--- config.mk ---
export PLATFORM = sky130hd
export DESIGN_NAME = fps_sequencer
export DESIGN_NICKNAME = d
export VERILOG_FILES = /design/src/core/fps_protect_store.v /design/src/core/fps_sequencer.v
export VERILOG_INCLUDE_DIRS = /design/src /design/src/core
export SDC_FILE = /design/constraint.sdc
export NUM_CORES = 1
export LEC_CHECK = 0
export BUFFER_PORTS_ARGS = -buffer_cell sky130_fd_sc_hd__clkbuf_2
export CORE_ASPECT_RATIO = 1.4
export CORE_MARGIN = 10
export CORE_UTILIZATION = 47
export DETAILED_ROUTE_END_ITERATION = 6
export HOLD_SLACK_MARGIN = 0.06
export PLACE_DENSITY = 0.7
export SYNTH_ARGS = -nofsm -noshare
export SYNTH_HDL_FRONTEND = slang
export SYNTH_SLANG_ARGS = --single-unit
--- constraint.sdc ---
create_clock -name clock -period 3.23 [get_ports clock]
set_input_delay 0.4845 -clock clock [delete_from_list [all_inputs] [get_ports clock]]
set_output_delay 0.4845 -clock clock [all_outputs]
set_load 0.02 [all_outputs]
--- src/core/fps_map.vh ---
// Constants for the flash protect-bit and status sequencer.
// Included by the sequencer; its protect-bit store does not include it.
`ifndef FPS_MAP_VH
`define FPS_MAP_VH
// Command codes written by the CPU.
`define FPS_CMD_PROTECT     16'h0067
`define FPS_CMD_READ_PROT   16'h0061
`define FPS_CMD_CLEAR_STAT  16'h0050
`define FPS_CMD_READ_ARRAY  16'h00FF
`define FPS_CMD_READ_STAT   16'h0070
`define FPS_CMD_CONFIRM     16'h00D0
// Register byte offsets on the Avalon slave.
`define FPS_REG_CMD_ADDR    6'h00
`define FPS_REG_CMD_DATA    6'h04
`define FPS_REG_STATUS      6'h08
`define FPS_REG_MODE        6'h0C
`define FPS_REG_IRQ_STAT    6'h10
`define FPS_REG_IRQ_MASK    6'h14
`define FPS_REG_READ_ADDR   6'h18
`define FPS_REG_READ_DATA   6'h1C
`define FPS_REG_PROT_BITS   6'h20
// Status register bit positions.
`define FPS_SR_READY        7
`define FPS_SR_ERASE        5
`define FPS_SR_PROGRAM      4
// Interrupt status bit positions.
`define FPS_IRQ_DONE        0
`define FPS_IRQ_ERROR       1
// Command address and flash window.
`define FPS_CMD_ADDRESS     32'hFFFFF800
`define FPS_FLASH_BASE      32'hFFF00000
`define FPS_FLASH_LAST      32'hFFFFFFFF
// Protect-bit program time.
`define FPS_PROG_TIME_NS    10000
`define FPS_CLOCK_NS        50
`define FPS_PROG_CYCLES     ((`FPS_PROG_TIME_NS + `FPS_CLOCK_NS - 1) / `FPS_CLOCK_NS)
`endif

--- src/core/fps_protect_store.v ---
// Protect-bit store: two protect bits per block, cleared one at a time.
// Assumes the sequencer pulses clear_en with a valid index and bit select.
`timescale 1ns/1ps
`default_nettype none
module fps_protect_store
#(
  parameter BLOCKS = 16,
  parameter IDX_W  = 4
)
(
  // Clock and reset
  input  wire               clock,
  input  wire               rst_n,
  // Clear request
  input  wire               clear_en,
  input  wire [IDX_W-1:0]   clear_block,
  input  wire               clear_sel,
  // Status
  output wire [BLOCKS-1:0]  block_protected,
  output wire [2*BLOCKS-1:0] bits
);
  reg [2*BLOCKS-1:0] prot_bits;
  assign bits = prot_bits;
  genvar g;
  generate
    for (g = 0; g < BLOCKS; g = g + 1)
    begin : blk
      localparam [IDX_W-1:0] IDX = g;
      always @(posedge clock)
      begin
        if (!rst_n)
        begin
          prot_bits[2*g+1:2*g] <= 2'b11;
        end
        else if (clear_en && (clear_block == IDX))
        begin
          prot_bits[2*g+clear_sel] <= 1'b0;
        end
      end
      // Any programmed bit protects the whole block.
      assign block_protected[g] = ~&prot_bits[2*g+1:2*g];
    end
  endgenerate
endmodule // fps_protect_store
`default_nettype wire

--- src/core/fps_sequencer.v ---
// Flash command sequencer for protect-bit program and status reads.
// Assumes an Avalon-MM master; commands are the CMD_ADDR then CMD_DATA pair.
//
// Decided for this implementation: the Avalon-MM interface to the registers and the address map.
`timescale 1ns/1ps
`default_nettype none
`include "fps_map.vh"
// Notes on behaviour
// 0067h then 00D0h clears protect bit.
// Any programmed protect bit protects block.
// Ready flag low while programming runs.
// Software verifies via protect status read.
// 0061h enters read protect status mode.
// Reads then return addressed block protection.
// Mode entry command issued from RAM.
// Error flags mirror status erase/program bits.
// Bad confirm data sets both errors.
// Unavailable address sets both errors.
// Erase errors set erase flag only.
// Program on locked block sets write error.
// Failed protect program sets write error.
// Software clears status after errors.
// 0050h clears both error bits.
// Commands only while ready reads one.
// Completion returns per erase-write mode.
// 00FFh second write cancels silently.
module fps_sequencer
#(
  parameter BLOCKS      = 16,
  parameter IDX_W       = 4,
  parameter PROG_CYCLES = `FPS_PROG_CYCLES
)
(
  // Clock and reset
  input  wire         clock,
  input  wire         rst_n,
  // Avalon-MM slave
  input  wire [5:0]   avs_address,
  input  wire         avs_read,
  input  wire         avs_write,
  input  wire [31:0]  avs_writedata,
  output reg  [31:0]  avs_readdata,
  output reg          avs_waitrequest,
  // Status outputs
  output reg          irq,
  output reg          access_pending_flag,
  output reg          erase_error_flag,
  output reg          write_error_flag,
  // Program fault injection from the array
  input  wire         prog_fail
);
  localparam ST_IDLE = 2'b00;
  localparam ST_ARM  = 2'b01;
  localparam ST_BUSY = 2'b10;
  localparam MD_ARRAY = 2'b00;
  localparam MD_STAT  = 2'b01;
  localparam MD_PROT  = 2'b10;

  reg  [1:0]   state;
  reg  [1:0]   read_mode;
  reg  [31:0]  cmd_addr;
  reg  [31:0]  read_addr;
  reg          status_erase_bit;
  reg          status_program_bit;
  reg          seq_ready;
  reg          erase_write_mode_one;
  reg  [1:0]   irq_stat;
  reg  [1:0]   irq_mask;
  reg  [15:0]  busy_cnt;
  reg  [IDX_W-1:0] tgt_block;
  reg          tgt_sel;
  reg          fail_s1;
  reg          fail_s2;
  reg          done_ev;
  reg          err_ev;
  wire [BLOCKS-1:0]   block_protected;
  wire [2*BLOCKS-1:0] prot_bits;
  wire         clear_en;
  wire         acc;
  wire [15:0]  wdata;
  wire [2*BLOCKS+31:0] prot_ext;

  assign acc   = (avs_read | avs_write) & avs_waitrequest;
  assign wdata = avs_writedata[15:0];
  assign prot_ext = {32'h00000000, prot_bits};
  assign clear_en = (state == ST_BUSY) && (busy_cnt == 16'h0001) && !fail_s2;

  // ----------------------------------------------------------------
  // Address checks
  // ----------------------------------------------------------------
  function in_flash;
    input [31:0] a;
    begin
      in_flash = (a >= `FPS_FLASH_BASE) && (a <= `FPS_FLASH_LAST);
    end
  endfunction

  // Each block covers 64 KB; bit 1 of the address picks one of two bits.
  function [IDX_W-1:0] block_of;
    input [31:0] a;
    begin
      block_of = a[16+IDX_W-1:16];
    end
  endfunction

  fps_protect_store #(.BLOCKS(BLOCKS), .IDX_W(IDX_W)) u_store
  (
    .clock           (clock),
    .rst_n           (rst_n),
    .clear_en        (clear_en),
    .clear_block     (tgt_block),
    .clear_sel       (tgt_sel),
    .block_protected (block_protected),
    .bits            (prot_bits)
  );

  // ----------------------------------------------------------------
  // Command sequencer
  // ----------------------------------------------------------------
  always @(posedge clock)
  begin
    if (!rst_n)
    begin
      fail_s1 <= 1'b0;
      fail_s2 <= 1'b0;
    end
    else
    begin
      fail_s1 <= prog_fail;
      fail_s2 <= fail_s1;
    end
  end

  always @(posedge clock)
  begin
    if (!rst_n)
    begin
      state               <= ST_IDLE;
      read_mode           <= MD_ARRAY;
      cmd_addr            <= 32'h00000000;
      read_addr           <= 32'h00000000;
      status_erase_bit    <= 1'b0;
      status_program_bit  <= 1'b0;
      seq_ready           <= 1'b1;
      erase_write_mode_one <= 1'b0;
      busy_cnt            <= 16'h0000;
      tgt_block           <= {IDX_W{1'b0}};
      tgt_sel             <= 1'b0;
      access_pending_flag <= 1'b0;
      done_ev             <= 1'b0;
      err_ev              <= 1'b0;
    end
    else
    begin
      done_ev <= 1'b0;
      err_ev  <= 1'b0;
      access_pending_flag <= 1'b0;
      if (state == ST_BUSY)
      begin
        if (busy_cnt == 16'h0001)
        begin
          state     <= ST_IDLE;
          seq_ready <= 1'b1;
          done_ev   <= 1'b1;
          if (fail_s2)
          begin
            status_program_bit <= 1'b1;
            err_ev             <= 1'b1;
          end
          read_mode <= erase_write_mode_one ? MD_ARRAY : MD_STAT;
        end
        busy_cnt <= busy_cnt - 16'h0001;
      end
      if (acc && avs_write)
      begin
        if (avs_address == `FPS_REG_CMD_ADDR)
        begin
          cmd_addr <= avs_writedata;
        end
        else if (avs_address == `FPS_REG_READ_ADDR)
        begin
          read_addr <= avs_writedata;
        end
        else if (avs_address == `FPS_REG_MODE)
        begin
          erase_write_mode_one <= avs_writedata[0];
        end
        else if (avs_address == `FPS_REG_CMD_DATA && seq_ready)
        begin
          access_pending_flag <= 1'b1;
          if (state == ST_ARM)
          begin
            state <= ST_IDLE;
            if (wdata == `FPS_CMD_READ_ARRAY)
            begin
              read_mode <= MD_ARRAY;
            end
            else if (wdata != `FPS_CMD_CONFIRM || !in_flash(cmd_addr))
            begin
              status_erase_bit   <= 1'b1;
              status_program_bit <= 1'b1;
              err_ev             <= 1'b1;
            end
            else
            begin
              tgt_block <= block_of(cmd_addr);
              tgt_sel   <= cmd_addr[1];
              state     <= ST_BUSY;
              seq_ready <= 1'b0;
              busy_cnt  <= PROG_CYCLES[15:0];
            end
          end
          else if (cmd_addr != `FPS_CMD_ADDRESS)
          begin
            status_erase_bit   <= 1'b1;
            status_program_bit <= 1'b1;
            err_ev             <= 1'b1;
          end
          else if (wdata == `FPS_CMD_PROTECT)
          begin
            state <= ST_ARM;
          end
          else if (wdata == `FPS_CMD_READ_PROT)
          begin
            read_mode <= MD_PROT;
          end
          else if (wdata == `FPS_CMD_CLEAR_STAT)
          begin
            status_erase_bit   <= 1'b0;
            status_program_bit <= 1'b0;
          end
          else if (wdata == `FPS_CMD_READ_STAT)
          begin
            read_mode <= MD_STAT;
          end
          else if (wdata == `FPS_CMD_READ_ARRAY)
          begin
            read_mode <= MD_ARRAY;
          end
        end
      end
    end
  end

  // ----------------------------------------------------------------
  // Flags and interrupt
  // ----------------------------------------------------------------
  always @(posedge clock)
  begin
    if (!rst_n)
    begin
      erase_error_flag <= 1'b0;
      write_error_flag <= 1'b0;
      irq_stat         <= 2'b00;
      irq_mask         <= 2'b00;
      irq              <= 1'b0;
    end
    else
    begin
      erase_error_flag <= status_erase_bit;
      write_error_flag <= status_program_bit;
      if (acc && avs_write && avs_address == `FPS_REG_IRQ_MASK)
      begin
        irq_mask <= avs_writedata[1:0];
      end
      // A new event wins over the read that clears.
      if (acc && avs_read && avs_address == `FPS_REG_IRQ_STAT)
      begin
        irq_stat <= {err_ev, done_ev};
      end
      else
      begin
        irq_stat <= irq_stat | {err_ev, done_ev};
      end
      irq <= |(irq_stat & irq_mask);
    end
  end

  // ----------------------------------------------------------------
  // Bus answer
  // ----------------------------------------------------------------
  always @(posedge clock)
  begin
    if (!rst_n)
    begin
      avs_waitrequest <= 1'b1;
      avs_readdata    <= 32'h00000000;
    end
    else
    begin
      avs_waitrequest <= ~acc;
      if (acc && avs_read)
      begin
        if (avs_address == `FPS_REG_STATUS)
        begin
          avs_readdata <= {24'h000000, seq_ready, 1'b0, status_erase_bit,
                           status_program_bit, 4'h0};
        end
        else if (avs_address == `FPS_REG_MODE)
        begin
          avs_readdata <= {28'h0000000, read_mode, 1'b0, erase_write_mode_one};
        end
        else if (avs_address == `FPS_REG_IRQ_STAT)
        begin
          avs_readdata <= {30'h00000000, irq_stat};
        end
        else if (avs_address == `FPS_REG_IRQ_MASK)
        begin
          avs_readdata <= {30'h00000000, irq_mask};
        end
        else if (avs_address == `FPS_REG_CMD_ADDR)
        begin
          avs_readdata <= cmd_addr;
        end
        else if (avs_address == `FPS_REG_READ_ADDR)
        begin
          avs_readdata <= read_addr;
        end
        else if (avs_address == `FPS_REG_PROT_BITS)
        begin
          avs_readdata <= prot_ext[31:0];
        end
        else if (avs_address == `FPS_REG_READ_DATA)
        begin
          if (read_mode == MD_PROT)
          begin
            avs_readdata <= {25'h0000000, ~block_protected[block_of(read_addr)],
                             6'h00};
          end
          else if (read_mode == MD_STAT)
          begin
            avs_readdata <= {24'h000000, seq_ready, 1'b0, status_erase_bit,
                             status_program_bit, 4'h0};
          end
          else
          begin
            avs_readdata <= 32'h0000FFFF;
          end
        end
        else
        begin
          avs_readdata <= 32'h00000000;
        end
      end
    end
  end
endmodule // fps_sequencer
`default_nettype wire

==> Yosys cells after proc, flatten, opt, wreduce, memory -nomap -nowiden <==
Index checks and enable logic that the tools add are counted.
{ "totals": {"reg_bits": 650, "in_bits": 43} }
{ "classes": {"add_sub_neg": 16, "n_lt_le_gt_ge": 35, "n_eq_ne": 39, "n_mux": 127, "n_bitwise": 45, "reduce_logical": 102} }
{ "op_table": {"columns": ["operator", "count"], "rows": [
  ["32-bit AND", 16],
  ["32-bit by 1-bit greater-or-equal comparator with 1-bit output, second input constant", 15],
  ["32-bit by 6-bit < comparator with 1-bit output, second input constant", 15],
  ["32-bit NOT", 15],
  ["32-bit 2-to-1 mux", 8],
  ["16-bit 2-to-1 mux", 11],
  ["1-bit demux with 5-bit select", 15],
  ["2-bit AND reduction", 34],
  ["16-bit by 7-bit == test with 1-bit output, second input constant", 4],
  ["1-bit 2-to-1 mux", 64],
  ["2-bit 2-to-1 mux", 27],
  ["5-bit by 1-bit adder with 6-bit output, first input constant", 8],
  ["1-bit logical AND", 40],
  ["4-bit == test, second input constant", 8],
  ["32-bit greater-or-equal comparator, second input constant", 1],
  ["32-bit less-or-equal comparator, second input constant", 1],
  ["32-bit inequality test, second input constant", 1],
  ["2-bit NOT with 32-bit output", 1],
  ["6-bit by 5-bit == test with 1-bit output, second input constant", 4],
  ["4-bit by 1-bit adder with 5-bit output, first input constant", 4],
  ["1-bit logical NOT", 18],
  ["16-bit by 1-bit == test with 1-bit output, second input constant", 1],
  ["16-bit by 8-bit == test with 1-bit output, second input constant", 1],
  ["4-bit by 3-bit == test with 1-bit output, second input constant", 4],
  ["34 further kinds", 48]
]} }

==> Longest topological paths before layout <==
{ "depth": {"depth_word": 15, "ltp_mapped": 10} }

==> Modules after synthesis <==
A second synthesis with hierarchy kept.
{ "unflattened": {"cells_unflattened": 816, "hier_area_um2": 6523.8} }
{ "by_module_without_submodules": {"columns": ["mod", "n_inst", "cells_per_inst", "area_per_inst_um2", "seq_area_each_um2"], "rows": [
  ["fps_sequencer", 1, 767, 6159.7, 2762.6],
  ["fps_protect_store", 1, 49, 364.1, 0.0]
]} }

==> Worst setup path after synthesis <==
OpenSTA, ideal clock, no wires.
{ "synth_timing": {"path_type": "input-to-reg", "startpoint": "input avs_address[5]", "endpoint": "register busy_cnt[0]", "setup_ps": 117, "t_arrival_ps": 1920, "t_required_ps": 3113, "path_slack_ps": 1193, "stages": 7, "path_cell_list": "or3_1 -> buf_2 -> nor4_4 -> nand2_1 -> o21ai_1 -> buf_2 -> nor2_1"} }
{ "synth_via": {"elab_chain_cells": 7, "elab_cells_between_ends": 10} }
{ "synth_rtl": {"columns": ["item", "line", "rtl"], "rows": [
  ["start: declaration", "fps_sequencer.v:38", "input wire [5:0] avs_address,"],
  ["6-bit by 3-bit == test with 1-bit output (no line)", null, null],
  ["1-bit logical AND", "fps_sequencer.v:188", "else if (avs_address == `FPS_REG_CMD_DATA && seq_ready)"],
  ["16-bit 2-to-1 mux", "fps_sequencer.v:188", null],
  ["16-bit 2-to-1 mux", "fps_sequencer.v:184", "else if (avs_address == `FPS_REG_MODE)"],
  ["16-bit 2-to-1 mux", "fps_sequencer.v:180", "else if (avs_address == `FPS_REG_READ_ADDR)"],
  ["16-bit 2-to-1 mux (*)", "fps_sequencer.v:176", "if (avs_address == `FPS_REG_CMD_ADDR)"],
  ["16-bit 2-to-1 mux (*)", "fps_sequencer.v:174", "if (acc && avs_write)"],
  ["end signal: assignment", "fps_sequencer.v:172", "busy_cnt <= busy_cnt - 16'h0001;"],
  ["end signal: assignment", "fps_sequencer.v:210", "busy_cnt <= PROG_CYCLES[15:0];"],
  ["end: declaration", "fps_sequencer.v:69", "reg [15:0] busy_cnt;"]
]} }
Every way passes the cells marked *; elsewhere a longest branch is shown, timed or not.
A chain may end at the register's enable or synchronous reset.

==> Worst setup path after layout <==
{ "layout_timing": {"startpoint": "register busy_cnt[10]", "endpoint": "register read_mode[0]"} }
{ "layout_via": {"elab_chain_cells": 15} }
{ "layout_rtl": {"columns": ["item", "line", "rtl"], "rows": [
  ["16-bit by 1-bit == test with 1-bit output (*)", "fps_sequencer.v:160", "if (busy_cnt == 16'h0001)"],
  ["2-bit 2-to-1 mux (*)", "fps_sequencer.v:160", null],
  ["2-bit 2-to-1 mux (*)", "fps_sequencer.v:158", "if (state == ST_BUSY)"],
  ["2-bit 2-to-1 mux", "fps_sequencer.v:194, fps_sequencer.v:236", null],
  ["2-bit 2-to-1 mux", "fps_sequencer.v:232", "else if (wdata == `FPS_CMD_READ_STAT)"],
  ["2-bit 2-to-1 mux", "fps_sequencer.v:227", "else if (wdata == `FPS_CMD_CLEAR_STAT)"],
  ["2-bit 2-to-1 mux", "fps_sequencer.v:223", "else if (wdata == `FPS_CMD_READ_PROT)"],
  ["2-bit 2-to-1 mux", "fps_sequencer.v:219", "else if (wdata == `FPS_CMD_PROTECT)"],
  ["2-bit 2-to-1 mux", "fps_sequencer.v:213", "else if (cmd_addr != `FPS_CMD_ADDRESS)"],
  ["2-bit 2-to-1 mux", "fps_sequencer.v:191", "if (state == ST_ARM)"],
  ["2-bit 2-to-1 mux", "fps_sequencer.v:188", null],
  ["2-bit 2-to-1 mux", "fps_sequencer.v:184", null],
  ["2-bit 2-to-1 mux", "fps_sequencer.v:180", null],
  ["2-bit 2-to-1 mux", "fps_sequencer.v:176", null],
  ["2-bit 2-to-1 mux (*)", "fps_sequencer.v:174", null],
  ["end signal: assignment", "fps_sequencer.v:170", "read_mode <= erase_write_mode_one ? MD_ARRAY : MD_STAT;"],
  ["end: declaration", "fps_sequencer.v:60", "reg [1:0] read_mode;"]
]} }
Marked as above.

==> results.md <==
- Initial DRT Pass Iterations: 7
- Fin util: between 50 and 60%
- RSZ-0062 raised after global routing: no
- Final setup viols: 0
- Final min period: around 2.2 ns
- Synth top area share: between 40 and 50%
- WL final: 16300 µm
- Synth area leader: dfxtp_1
- Final hold viol count: 0
- Root Driver: clkbuf_16
- Die area: around 18000 µm²
- CP bufs+invs: 0
- Max Fclk: 446 MHz
- Pwr dens: about 560 nW/µm²
- Post-cts sizing count: 0
- Synth Area in Adders: less than 1%
- Post-Synth XOR/XNOR Area: approximately 1.9%
- Crit-path slowest cell: or4_4
- Layout cells sized above 1: between 10% and 20%
- Internal Power: 3.10 mW
- Setup TNS Final: 0 ns
- Slew Limit Fails: 0
- Fin nets: between 800 and 900
- Area contributors post-synth: dfxtp_1 45%, nand2_1 11%, a21boi_1 7.8%, nor2_1 3.7%, a221oi_1 2.4%
- GPL Wtd Cong: between 0.9 and 1
- Synth warn: ~430
- Hold_buf cts: 0
- Diodes inserted: 0
- CP max stage delay: 0.53 ns
- Crit start category: register
- Synthesized area per cell: approximately 8.2 µm²
- Final setup margin: about 1 ns
- Seq pwr share: 42.4%
- Initial antenna violation count: 0
- DRC Markers: 0
- TritonCTS Buffers: 17
- Ys flop type: dfxtp_1
- EDFF count, synth: 0
- Placement Cell Area: ~6400 µm²
- Netlist Area Pre-Place: about 6000 µm²
- Worst-margin pin slew: 0.842 ns
- Synth Area in Compound Gates: between 10% and 20%
- DR WL/cell: ~17 µm
- Post-Synthesis Cells: 720
- Sink Count: roughly 130
- Worst hold slack: around 0.28 ns
- Die extent in x: about 120 µm
- WP data arrival: ~2.6 ns
- Clk network pwr share: 51.8%
- Post-Synth Simple-Gate Area: around 27%
- Final HPWL DP: approximately 11000 µm
- Final ANT Viol Nets: 0
- Cells after DPL: about 910
- TritonCTS clock tree: done
- Reg clk slew, reported paths: roughly 0.060 ns
- Later-pin clock latency in the skew report: between 0.4 and 0.5 ns
- Core ar.: roughly 12000 µm²
- Cell breakdown of the critical path: or4_4, or3_4, nor4_4, mux2i_1, o211ai_2, o21ai_2
- Vias in the first global route: between 5000 and 6000
- Skew final: approximately 0.0087 ns
- Crit end category: register
- Hold Path Class: in -> reg
- WP data required: 3.58 ns
- Bufs on Longest Clock Path: 2
- Sw frac: 21.6%
- Largest family of logic cells by synthesized area: simple AND/OR/NAND/NOR gates
- Port Buf Inserts: 79
- First-pass GRT wire length: 26900 µm
- Outcome: completed
- Slew HR: between 40% and 50%
- Vias per cell: between 5 and 6
- Post-synthesis mux area share: under 10%
- Dominant cell by count in the synthesized netlist: nand2_1
- CTS H-Tree Depth: 4
- DR iter-0 viols: ~420
- Area delta synth->final: 18.3%
- Switching pwr: 853 µW
- Post-synth top cells: 170 x nand2_1, 133 x dfxtp_1, 62 x a21boi_1
- Post-Layout Cell Count: 944
- Vias: between 5000 and 6000
- Post-synthesis async set-or-reset flop share: 0%
- Comb power frac: under 10%
- Placement Setup Slack: ~0.79 ns
- Seq cells post-synth: about 130
- I/O pins: 80
- Max IR drop VDD: around 0.31 mV
- Total gr overflow: 0
- Initial Util: 48.0%
- Die Span Y: roughly 150 µm
- Row count: 48
- MaxCap Viol Count: 0
- Largest net degree at the start of global routing: 47
- Final instance area: about 7000 µm²
- Leakage: approximately 2.7 nW
- Mapped Nets: 767
- Yosys cell types: 58
- Seq/Total Area, Yosys: 44.8%
- Postcts setup bufs: 0
- Setup CP Type: reg -> reg
- GRT Overall Usage: 18.8%
- Tcrit/Tclk final: between 60% and 70%
- Largest delay share family, worst path: simple AND/OR/NAND/NOR gates
- Total power: slightly below 4 mW
- Critical-path maximum fanout: 5
==> placed cells by master (no fill, tap or decap), drive strengths merged, types with 3 or more instances in the layout <==
cell / netlist / final
nand2: 170 / 170
dfxtp: 133 / 133
clkbuf: 33 / 103
a21boi: 67 / 67
nor2: 59 / 59
o21ai: 34 / 34
nor3b: 17 / 17
a221oi: 16 / 16
nor3: 15 / 15
a21oi: 15 / 15
and2: 13 / 13
a22o: 11 / 11
inv: 10 / 10
nand3: 10 / 10
buf: 14 / 10
or3: 10 / 10
xnor2: 9 / 9
nor4: 9 / 9
nor2b: 8 / 8
nand4: 7 / 7
mux2i: 6 / 6
or4: 5 / 5
or2: 5 / 5
and3: 4 / 4
xor2: 4 / 4
ha: 4 / 4
bufinv: 0 / 4
o21a: 3 / 3
o31ai: 3 / 3
clkinv: 0 / 3
==> cell families after synthesis <==
family,after synthesis
buf+inv,57
flops,133
simple gates,341
compound gates,164
mux,8
fa+ha+maj,4
xor+xnor,13
==> per-layer routing <==
metal	GRT usage, %	vias up	wire length (µm)	share of wire, %
li1	-	2607	-	-
met1	21.5	2510	6690	41
met2	31.0	170	8180	50
met3	5.44	27	1060	6.5
met4	8.81	0	371	2.3
met5	0	-	0	0
==> sequential cells by signal, summed over array words and instances (netlist names), 2 cells and up <==
register,cells
avs_readdata,32
cmd_addr,32
state,2
busy_cnt,16
read_addr,32
read_mode,2
irq_mask,2
irq_stat,2
==> area by class of cell <==
cell class                 count  area (µm²)
clock buffer                  24         482
clock inverter                 8         146
sequential                   133        2660
multi-input combinational    530        3040
tap                          150         188
fill                        1113        5340
inverter                      10        37.5
timing repair buffer          89         470
==> worst paths after layout <==
kind / depth (start not counted) / slack [ns] / end / startpoint
max reg2reg: 6 / 0.99 / read_mode[0] / busy_cnt[10]
min reg2reg: 1 / 0.45 / fail_s2 / fail_s1
min: 2 / 0.28 / fail_s1 / prog_fail
max: 6 / 0.99 / read_mode[0] / busy_cnt[10]
==> power groups by stage <==
stage	clock [mW]	combinational (mW)	sequential [mW]
global route	2.15	0.251	1.68
CTS	2.07	0.229	1.68
floorplan	0	0.115	1.73
global placement	0	0.224	1.71
detailed placement	0	0.228	1.71
finish	2.05	0.229	1.68
Note: power is estimated with default switching activity, not from simulation.
